===== config.mk =====
export PLATFORM = sky130hd
export DESIGN_NAME = fenced_tile_address_translator
export DESIGN_NICKNAME = d
export VERILOG_FILES = /design/src/fence_table.v /design/src/fenced_tile_address_translator.v /design/src/tile_offset_calc.v
export VERILOG_INCLUDE_DIRS = /design/src /design/src/src
export SDC_FILE = /design/constraint.sdc
export NUM_CORES = 2
export LEC_CHECK = 0
export ABC_CLOCK_PERIOD_IN_PS = 145400
export BUFFER_PORTS_ARGS = -buffer_cell sky130_fd_sc_hd__buf_2
export CAP_MARGIN = 10
export CORE_UTILIZATION = 59
export DETAILED_ROUTE_END_ITERATION = 8
export PLACE_DENSITY = 0.75
export SETUP_SLACK_MARGIN = 0.5
export SYNTH_ARGS = -nofsm -noshare
export SYNTH_HDL_FRONTEND = slang
export SYNTH_SLANG_ARGS = --single-unit
export TNS_END_PERCENT = 100

===== constraint.sdc =====
create_clock -name ref_clk -period 145.4 [get_ports ref_clk]
set_input_delay 21.81 -clock ref_clk [delete_from_list [all_inputs] [get_ports ref_clk]]
set_output_delay 21.81 -clock ref_clk [all_outputs]
set_load 0.01 [all_outputs]

===== src/fence_defs.vh =====
// Functional notes
// translator takes byte offset, pitch in tiles, column-major and block-walk selects; here pitch_field comes in 128-byte units and is turned into tiles.
// tile height is 8 rows row-major, 32 column-major, 64 block-walk.
// tile width is 512 bytes row-major, 128 column-major, 64 block-walk.
// tile size is height times width; tile row size is pitch times tile size.
// fenced access first subtracts the region base from the linear offset.
// rebased offset split by tile width; Y and X derived via pitch.
// in-tile offsets are modulo, tile indices are quotients, of height and width.
// tiled offset sums row, column, 16-byte chunk, row-in-tile and byte terms.
// column-major: even row and the row below share one aligned 64-byte line.
// software keeps scanout surfaces linear or row-major, never column-major.
// aperture accesses detect tiling only by fence lookup.
// sixteen independent fence descriptors, each one tiled region.
// internal graphics client accesses ignore every fence.
// per-process graphics space is never untiled by fences.
// descriptor defines a region only while valid; 4KB up to aperture size.
// pitch ranges from one tile width up to 128KB.
// software never programs overlapping valid fence regions.
// each descriptor carries a tile walk field choosing the tile format.
// sixteen 64-bit read/write entries from offset 100000h, reset to zero.
// each access offset is compared against every fence's start and end.
// fence writes wait until pending accesses under the old setup drain.
// fences survive graphics-only reset; cleared only by full chipset reset.
// access matching no valid fence passes through untranslated.
`ifndef FENCE_DEFS_VH
`define FENCE_DEFS_VH

// ----------------------------------------------------------------
// register map
// ----------------------------------------------------------------
`define FENCE_BASE      24'h100000
`define FENCE_END       24'h100080
`define FENCE_COUNT     16
`define ENTRY_RESET     64'h0000000000000000

// ----------------------------------------------------------------
// descriptor fields
// ----------------------------------------------------------------
`define F_VALID         0
`define F_WALK_Y        1
`define F_WALK_W        2
`define F_LO_MSB        31
`define F_LO_LSB        12
`define F_PITCH_MSB     41
`define F_PITCH_LSB     32
`define F_HI_MSB        63
`define F_HI_LSB        44

// ----------------------------------------------------------------
// tile geometry, as log2
// ----------------------------------------------------------------
`define TW_LOG_X        4'h9
`define TW_LOG_Y        4'h7
`define TW_LOG_W        4'h6
`define TH_LOG_X        4'h3
`define TH_LOG_Y        4'h5
`define TH_LOG_W        4'h6
`define TILE_LOG        4'hC
`define CHUNK_LOG       4'h4

`endif


===== src/fence_table.v =====
`timescale 1ns/1ps
`include "fence_defs.vh"
module fence_table #(
    parameter N = 16
) (
    input  wire            ref_clk,
    input  wire            rst_n,
    input  wire            wr_en,
    input  wire [3:0]      wr_idx,
    input  wire            wr_hi,
    input  wire [31:0]     wr_data,
    input  wire [3:0]      rd_idx,
    input  wire            rd_hi,
    output reg  [31:0]     rd_data,
    output wire [N*64-1:0] entries
);

reg [63:0] mem [0:N-1];
integer    i;
genvar     g;

// ----------------------------------------------------------------
// storage; only the chipset reset clears it
// ----------------------------------------------------------------
always @(posedge ref_clk or negedge rst_n) begin
    if (!rst_n) begin
        for (i = 0; i < N; i = i + 1) begin
            mem[i] <= `ENTRY_RESET;
        end
        rd_data <= 32'h00000000;
    end else begin
        if (wr_en && wr_hi) begin
            mem[wr_idx][63:32] <= wr_data;
        end else if (wr_en) begin
            mem[wr_idx][31:0] <= wr_data;
        end
        rd_data <= rd_hi ? mem[rd_idx][63:32] : mem[rd_idx][31:0];
    end
end

// all entries are visible at once for the parallel compare
generate
    for (g = 0; g < N; g = g + 1) begin : flat
        assign entries[g*64 +: 64] = mem[g];
    end
endgenerate

endmodule // fence_table


===== src/fenced_tile_address_translator.v =====
`timescale 1ns/1ps
`include "fence_defs.vh"
module fenced_tile_address_translator #(
    parameter N = 16
) (
    input  wire        ref_clk,
    input  wire        rst_n,
    input  wire        gfx_rst_n,
    input  wire        mmio_wr,
    input  wire        mmio_rd,
    input  wire [23:0] mmio_addr,
    input  wire [31:0] mmio_wdata,
    output reg         mmio_ready,
    output reg         mmio_rvalid,
    output reg  [31:0] mmio_rdata,
    input  wire        ap_req,
    input  wire [31:0] ap_offset,
    input  wire        ap_internal,
    input  wire        ap_per_process,
    output reg         ap_ready,
    output reg         xl_valid,
    output reg  [31:0] xl_offset,
    output reg         xl_tiled,
    output reg  [3:0]  xl_fence_idx
);

wire [N*64-1:0] entries;
wire [31:0]     rd_data;
wire [31:0]     calc_out;
wire            wr_hit;
wire            rd_hit;
wire            wr_take;
wire            rd_take;
wire            ap_take;
wire            apply;

reg         pend_v;
reg  [3:0]  pend_idx;
reg         pend_hi;
reg  [31:0] pend_data;
reg         rd_v1;
reg         rd_map1;
reg         s1_v;
reg  [31:0] s1_lin;
reg         s1_hit;
reg  [3:0]  s1_idx;
reg  [31:0] s1_base;
reg  [9:0]  s1_pitch;
reg         s1_wy;
reg         s1_ww;
reg         next_ap_ready;

reg         hit;
reg  [3:0]  hit_idx;
reg  [63:0] hit_entry;
reg  [63:0] e;
integer     i;

// ----------------------------------------------------------------
// register access decode
// ----------------------------------------------------------------
assign wr_hit  = (mmio_addr >= `FENCE_BASE) && (mmio_addr < `FENCE_END);
assign rd_hit  = wr_hit;
assign wr_take = mmio_wr && mmio_ready && wr_hit;
assign rd_take = mmio_rd && !mmio_wr;
assign ap_take = ap_req && ap_ready;
// a new bound lands only once nothing is in flight
assign apply   = pend_v && !ap_ready && !s1_v;

always @(posedge ref_clk or negedge rst_n) begin
    if (!rst_n) begin
        pend_v    <= 1'b0;
        pend_idx  <= 4'h0;
        pend_hi   <= 1'b0;
        pend_data <= 32'h00000000;
        mmio_ready <= 1'b0;
    end else begin
        if (wr_take) begin
            pend_v    <= 1'b1;
            pend_idx  <= mmio_addr[6:3];
            pend_hi   <= mmio_addr[2];
            pend_data <= mmio_wdata;
        end else if (apply) begin
            pend_v <= 1'b0;
        end
        mmio_ready <= !(wr_take || (pend_v && !apply));
    end
end

// ----------------------------------------------------------------
// read path; unmapped addresses read as zero
// ----------------------------------------------------------------
always @(posedge ref_clk or negedge rst_n) begin
    if (!rst_n) begin
        rd_v1       <= 1'b0;
        rd_map1     <= 1'b0;
        mmio_rvalid <= 1'b0;
        mmio_rdata  <= 32'h00000000;
    end else begin
        rd_v1       <= rd_take;
        rd_map1     <= rd_take && rd_hit;
        mmio_rvalid <= rd_v1;
        mmio_rdata  <= rd_map1 ? rd_data : 32'h00000000;
    end
end

fence_table #(
    .N (N)
) u_table (
    .ref_clk (ref_clk),
    .rst_n   (rst_n),
    .wr_en   (apply),
    .wr_idx  (pend_idx),
    .wr_hi   (pend_hi),
    .wr_data (pend_data),
    .rd_idx  (mmio_addr[6:3]),
    .rd_hi   (mmio_addr[2]),
    .rd_data (rd_data),
    .entries (entries)
);

// ----------------------------------------------------------------
// fence lookup; lowest index wins, overlap is software's fault
// ----------------------------------------------------------------
always @* begin
    hit       = 1'b0;
    hit_idx   = 4'h0;
    hit_entry = `ENTRY_RESET;
    e         = `ENTRY_RESET;
    for (i = N - 1; i >= 0; i = i - 1) begin
        e = entries[i*64 +: 64];
        if (e[`F_VALID]
            && ap_offset[31:12] >= e[`F_LO_MSB:`F_LO_LSB]
            && ap_offset[31:12] <= e[`F_HI_MSB:`F_HI_LSB]) begin
            hit       = 1'b1;
            hit_idx   = i[3:0];
            hit_entry = e;
        end
    end
    // internal and per-process accesses never see a fence
    if (ap_internal || ap_per_process) begin
        hit     = 1'b0;
        hit_idx = 4'h0;
    end
end

// ----------------------------------------------------------------
// translation pipeline; graphics reset flushes it, not the table
// ----------------------------------------------------------------
always @* begin
    next_ap_ready = !(wr_take || (pend_v && !apply));
end

always @(posedge ref_clk or negedge rst_n) begin
    if (!rst_n) begin
        ap_ready <= 1'b0;
        s1_v     <= 1'b0;
        s1_lin   <= 32'h00000000;
        s1_hit   <= 1'b0;
        s1_idx   <= 4'h0;
        s1_base  <= 32'h00000000;
        s1_pitch <= 10'h000;
        s1_wy    <= 1'b0;
        s1_ww    <= 1'b0;
    end else if (!gfx_rst_n) begin
        ap_ready <= 1'b0;
        s1_v     <= 1'b0;
    end else begin
        ap_ready <= next_ap_ready;
        s1_v     <= ap_take;
        if (ap_take) begin
            s1_lin   <= ap_offset;
            s1_hit   <= hit;
            s1_idx   <= hit_idx;
            s1_base  <= {hit_entry[`F_LO_MSB:`F_LO_LSB], 12'h000};
            s1_pitch <= hit_entry[`F_PITCH_MSB:`F_PITCH_LSB];
            s1_wy    <= hit_entry[`F_WALK_Y];
            s1_ww    <= hit_entry[`F_WALK_W];
        end
    end
end

tile_offset_calc u_calc (
    .lin                 (s1_lin),
    .base                (s1_base),
    .pitch_field         (s1_pitch),
    .column_major_select (s1_wy),
    .block_walk_select   (s1_ww),
    .tiled               (calc_out)
);

always @(posedge ref_clk or negedge rst_n) begin
    if (!rst_n) begin
        xl_valid     <= 1'b0;
        xl_offset    <= 32'h00000000;
        xl_tiled     <= 1'b0;
        xl_fence_idx <= 4'h0;
    end else if (!gfx_rst_n) begin
        xl_valid <= 1'b0;
    end else begin
        xl_valid <= s1_v;
        if (s1_v) begin
            // unfenced offsets go straight through
            xl_offset    <= s1_hit ? calc_out : s1_lin;
            xl_tiled     <= s1_hit;
            xl_fence_idx <= s1_idx;
        end
    end
end

endmodule // fenced_tile_address_translator


===== src/tile_offset_calc.v =====
`timescale 1ns/1ps
`include "fence_defs.vh"
module tile_offset_calc (
    input  wire [31:0] lin,
    input  wire [31:0] base,
    input  wire [9:0]  pitch_field,
    input  wire        column_major_select,
    input  wire        block_walk_select,
    output reg  [31:0] tiled
);

reg [3:0]  tw_log;
reg [3:0]  th_log;
reg [10:0] p11;
reg [31:0] pitch;
reg [31:0] reb;
reg [31:0] q;
reg [31:0] rem;
reg [31:0] y;
reg [31:0] x;
reg [31:0] yin;
reg [31:0] xin;
reg [31:0] ytile;
reg [31:0] xtile;
reg [31:0] row_term;

// ----------------------------------------------------------------
// linear to tiled conversion
// ----------------------------------------------------------------
always @* begin
    p11 = {1'b0, pitch_field} + 11'h001;
    // field counts 128-byte units; tiles per row follow from the walk
    if (block_walk_select) begin
        tw_log = `TW_LOG_W;
        th_log = `TH_LOG_W;
        pitch  = {20'h00000, p11, 1'b0};
    end else if (column_major_select) begin
        tw_log = `TW_LOG_Y;
        th_log = `TH_LOG_Y;
        pitch  = {21'h000000, p11};
    end else begin
        tw_log = `TW_LOG_X;
        th_log = `TH_LOG_X;
        pitch  = {23'h000000, p11[10:2]};
    end
    // a row-major pitch below one tile is illegal; avoid divide by zero
    if (pitch == 32'h00000000) begin
        pitch = 32'h00000001;
    end
    reb = lin - base;
    q   = reb >> tw_log;
    rem = reb & ((32'h00000001 << tw_log) - 32'h00000001);
    y   = q / pitch;
    x   = ((q % pitch) << tw_log) + rem;
    yin   = y & ((32'h00000001 << th_log) - 32'h00000001);
    xin   = x & ((32'h00000001 << tw_log) - 32'h00000001);
    ytile = y >> th_log;
    xtile = x >> tw_log;
    row_term = (ytile * pitch) << `TILE_LOG;
    // rows pack in 16-byte chunks, so two rows share a 32-byte span
    tiled = row_term + (xtile << `TILE_LOG)
          + ((xin >> `CHUNK_LOG) << (th_log + `CHUNK_LOG))
          + (yin << `CHUNK_LOG) + {28'h0000000, xin[3:0]}
          + base;
end

endmodule // tile_offset_calc


# ---- After elaboration in Yosys (flattened, before gate mapping)
# Index checks and enable logic that the tools add are counted.
dict set report classes {
  n_lt_le_gt_ge 37
  n_mux 76
  n_bitwise 5
  div_mod_pow 2
  shifts 7
  reduce_logical 55
  n_eq_ne 0
  mul 1
  addsub 11
}
# cell n
set ops {}
lappend ops {{$bwmux 1024} 2}
lappend ops {{$mux 1024} 2}
lappend ops {{$mux 42} 16}
lappend ops {{$demux 64 s4} 2}
lappend ops {{$ge 20x20->1} 16}
lappend ops {{$le 20x20->1} 16}
lappend ops {{$bmux 64 s4} 1}
lappend ops {{$mux 64} 3}
lappend ops {{$add 32x32->32} 5}
lappend ops {{$mux 32} 5}
lappend ops {{$mux 4} 19}
lappend ops {{$and 32x32->32} 2}
lappend ops {{$logic_and 1x1->1} 43}
lappend ops {{$add 32x4->32} 1}
lappend ops {{$div 32x32->32} 1}
lappend ops {{$logic_not 32->1} 1}
lappend ops {{$mod 32x32->32} 1}
lappend ops {{$mul 32x32->20} 1}
lappend ops {{$shl 1x4->32 const A} 1}
lappend ops {{$shl 28x4->32} 1}
lappend ops {{$shl 32x4->32} 1}
lappend ops {{$shr 32x3->32} 1}
lappend ops {{$shr 32x4->20} 1}
lappend ops {{$shr 32x4->32} 1}
lappend ops {{other kinds (20)} 51}
dict set report totals {
  word_cells 233
  ramBits 0
  latchBits 0
  output_inout_bits 73
  regBits 1239
  mem_bits_ro 0
  in_bits 96
  n_memories 0
}

# ---- Longest topological paths before layout
dict set report depth {
  word_depth 20
  ltp_mapped 563
  depth_no_buf 517
}

# ---- Modules after synthesis
# Synthesis repeated with hierarchy kept, for this count alone.
dict set report hier_totals {
  hier_cells 12032
  hier_area_um2 111391.8
}
# module area_each_um2 seq_area_each_um2 n_inst cells_per_inst
set by_module_without_submodules {}
lappend by_module_without_submodules {fence_table 47750.8 26425.3 1 3485}
lappend by_module_without_submodules {tile_offset_calc 36570.1 0.0 1 5085}
lappend by_module_without_submodules {fenced_tile_address_translator 27071.0 4579.4 1 3462}

# ---- Least setup slack after synthesis
# OpenSTA, ideal clock, no wires.
dict set report synth_timing {
  path_type {register -> register}
  startpoint {register s1_ww}
  endpoint {register xl_offset[31]}
  path_stages_with_launch 535
  setup_slack_ps 42661
  setup_ps 77
  arrival_ps 102661
  cell_sequence {dfrtp_1 -> buf_2 -> clkbuf_1 -> clkbuf_1 -> clkbuf_1 -> buf_1 -> buf_1 -> clkbuf_1 -> a21o_1 -> inv_1 -> nand4_1 -> nand2b_1 -> nand2_1 -> inv_1 -> clkbuf_1 -> ha_1 -> o21a_1 -> and4b_1 -> [499 not listed] -> xnor2_1 -> xnor2_1 -> xnor2_1 -> xnor2_1 -> xnor2_1 -> xnor2_1 -> xnor2_1 -> xnor2_1 -> xnor2_1 -> xnor2_1 -> xnor2_1 -> xnor2_1 -> xnor2_1 -> xor2_1 -> xnor2_1 -> xnor2_1 -> mux2i_1 -> a21oi_1}
}
dict set report synth_via {
  elab_chain_cells 13
  elab_cells_between_ends 28
}
# element line
set synth_lines {}
lappend synth_lines {{start: declaration} fenced_tile_address_translator.v:50} ;# reg s1_ww;
lappend synth_lines {{start signal: assignment} fenced_tile_address_translator.v:178} ;# s1_ww <= hit_entry[`F_WALK_W];
lappend synth_lines {{branches (longest 10 deep; another with $div 32x32->32)} -}
lappend synth_lines {{$add 32x4->32 *} tile_offset_calc.v:61} ;# tiled = row_term + (xtile << `TILE_LOG)
lappend synth_lines {{$add 32x32->32 *} tile_offset_calc.v:61}
lappend synth_lines {{$mux 32 *} fenced_tile_address_translator.v:204} ;# xl_offset <= s1_hit ? calc_out : s1_lin;
lappend synth_lines {{end signal: assignment} fenced_tile_address_translator.v:204}
lappend synth_lines {{end: declaration} fenced_tile_address_translator.v:22} ;# output reg [31:0] xl_offset,
# Mark *: on every way between the ends.
# A chain may end at the register's enable or synchronous reset.

# ---- Final worst setup path
# Ends and elaborated chain as after synthesis.

==> reports/results.ini <==
[route]
drtAntennaViolNets=0
post_drt_wl_per_cell_um=23.4
first_pass_iters=8
dr.first_iter.drc_count=6869
routed_via_density=6.46
finalWirelength_um=323000
vias=89100
route.detailed.drc=0

[yosys]
synth_area_leaders=dfrtp_1 29%, ha_1 13%, mux2_2 9.8%
syn_area_um2=108000
avgSynthCellArea_um2=9.47
synthArstFlopShare_pct=100
ys_seq_area_share_pct=28.7
ys_types=136
synth_largest_area_cell=dfrtp_1
synth_ff_type=dfrtp_1
synth_edf_count=0
syn_inst=11400
ys_ff_latch=1239
yosysWarnings=0
yosysTopAreaCellShare_pct=28.7

[sta]
drv_slew=0
setup_viol=0
slew_headroom_pct=14.3
rsz0062_at_grt=no
max_freq_ghz=0.00850
finClkSkew_ns=0.0279
tns_ns=0
hold_viol=0
fin_crit_ns=117.63
worst_pin_slew_ns=1.29
whs_ns=0.360
fin_crit_sh_pct=80.9

[outcome]
outcome=complete, no violations

[critical_path]
r2r_slack_ns=27.77
path_buf_inv=30
critical_path.startpoint=s1_ww
critPathCaptureType=register
path_max_fanout=42
reg2reg_from=s1_ww
cp_top_family=compound AO/OA/AOI/OAI gates
crit_required_ns=146.02
slowest_delay_ns=0.84
start_kind=register
crit_top_cell=o21a_1
r2r_end=xl_offset[31]
critical_path_class=reg -> reg
cp.arrival_ns=118.25
crit_path_top_delay_cell=and3_1
r2r_cells=490

[layout]
fill_cells=14500
final_common_cell=dfrtp_1
fin_nets=12700
layout_common_cells=1236 x dfrtp_1, 1141 x ha_1, 953 x inv_1, 943 x mux2_2, 927 x nand2_1
drive_gt1_share_pct=17.8
area_delta_synth_final_pct=7.18

[clock_network]
root_buffer=clkbuf_16
clock_path_buffers=3
cts_buffers=118
clkTransAtPathRegs_ns=0.07
cts_hold_buf=0
cts_setup_buffers=0
cts_tree=built
clock_latency_ns=0.78
postCtsResizedCells=0
cts_max_level=3
cts.sinks=1239

[global_routing]
first_global_vias=90400
grt_usage_pct=34.7
grt_overflow=0
grt_max_degree=174
antenna_found_initial=6
grt_pass1_wl_um=506000

[placed_design]
dp_hpwl_um=238000
place_congestion=0.940
io_buffers=166

[die]
ios=169
core-area_um2=181000
initial_core_util_pct=59.6
rows=156
dieArea_um2=185000
die_w_um=430
die_y_um=430

[hold_path]
whs_endpoint=mmio_rvalid
hp-start=rd_v1
min_delay_path_depth=0
hold_class=reg -> reg

[flow_run]
maxCapViolations=0

==> area by class of cell <==
type	count	area (µm²)	share of cell area [%]
inverters	961	3610	3.12
clock buffers	169	3460	3.00
clock inverters	47	743	0.643
flip-flops and latches	1239	31000	26.8
well taps	2370	2970	2.56
repair buffers	342	2290	1.98
diodes	12	30.0	0.0260
multi-input cells	8657	71500	61.9
==> through the flow <==
stage                     cells  worst slack [ns]  utilization, %  area, µm²
after floorplan           11400             42.66               -     108000
after global placement    13600             31.83            61.5     111000
after detailed placement  13600             30.05            61.5     111000
after CTS                 13800             29.27            63.8     116000
after global routing      13800             18.74            63.8     116000
final                     13800             27.77            63.8     116000
==> logic make-up after synthesis <==
family | Yosys count | synth area share (%)
multiplexers | 1400 | 17.8
other | 2 | 0.00696
AND/OR/NAND/NOR | 2972 | 13.3
buffers and inverters | 1546 | 5.44
adder cells (fa/ha/maj) | 1319 | 16.5
flip-flops | 1239 | 28.7
AO/OA/AOI/OAI | 2641 | 15.9
XOR/XNOR | 277 | 2.25
==> layer usage <==
metal  part of all wire (%)  track usage (%)
met1                     38             41.6
met2                     49             58.8
met3                    6.1             4.77
met4                    7.0             22.0
met5                 0.0084                0
==> registers in the layout, summed over array words and instances, names as in the netlist, 10 cells and up <==
register         count
mmio_rdata          32
s1_lin              32
u_table.entries   1024
xl_offset           32
s1_pitch            10
s1_base             20
u_table.rd_data     32
pend_data           32
==> worst register-to-register path, delay by kind of cell (launching register included) <==
kind,cells,cell delay [ns]
AOI/OAI and AO/OA,275,60.98
and+or+nand+nor,126,34.18
adders and majority gates,34,11.01
buffers and inverters,30,5.38
xor gates and xnor gates,20,3.37
muxes,5,1.80
DFF,1,0.72
==> worst max-delay path by stage <==
stage | to | slack [ns] | cells after the start
finish | xl_offset[31] | 27.77 | 490
detailed placement | xl_offset[31] | 30.05 | 492
global route | xl_offset[31] | 18.74 | 494
global placement | xl_offset[31] | 31.83 | 488
CTS | xl_offset[31] | 29.27 | 490
floorplan | xl_offset[31] | 42.66 | 534
==> synthesized netlist by cell type, types with 28 or more instances <==
master,count
dfrtp_1,1239
ha_1,1141
inv_1,955
nand2_1,945
mux2_2,943
nor2_1,720
a21oi_1,670
o21ai_0,636
clkbuf_1,427
mux4_2,321
a211oi_1,280
nor3_1,252
nand2b_1,218
xnor2_1,209
o21a_1,201
nor2b_1,190
fa_1,176
a21o_1,165
nand4_1,132
mux2i_1,129
buf_1,125
nand3_1,99
and2_1,98
o31ai_1,94
xor2_1,68
or2_2,67
o21bai_1,64
a31oi_1,50
or3_1,46
a221oi_1,43
nor4_1,42
o211ai_1,42
and3_1,40
o21ai_1,38
o22ai_1,31
o221ai_1,28
o31a_1,28
Power is not shown: default switching activity piles up to over one toggle a cycle in this logic, so the estimate is an artifact.
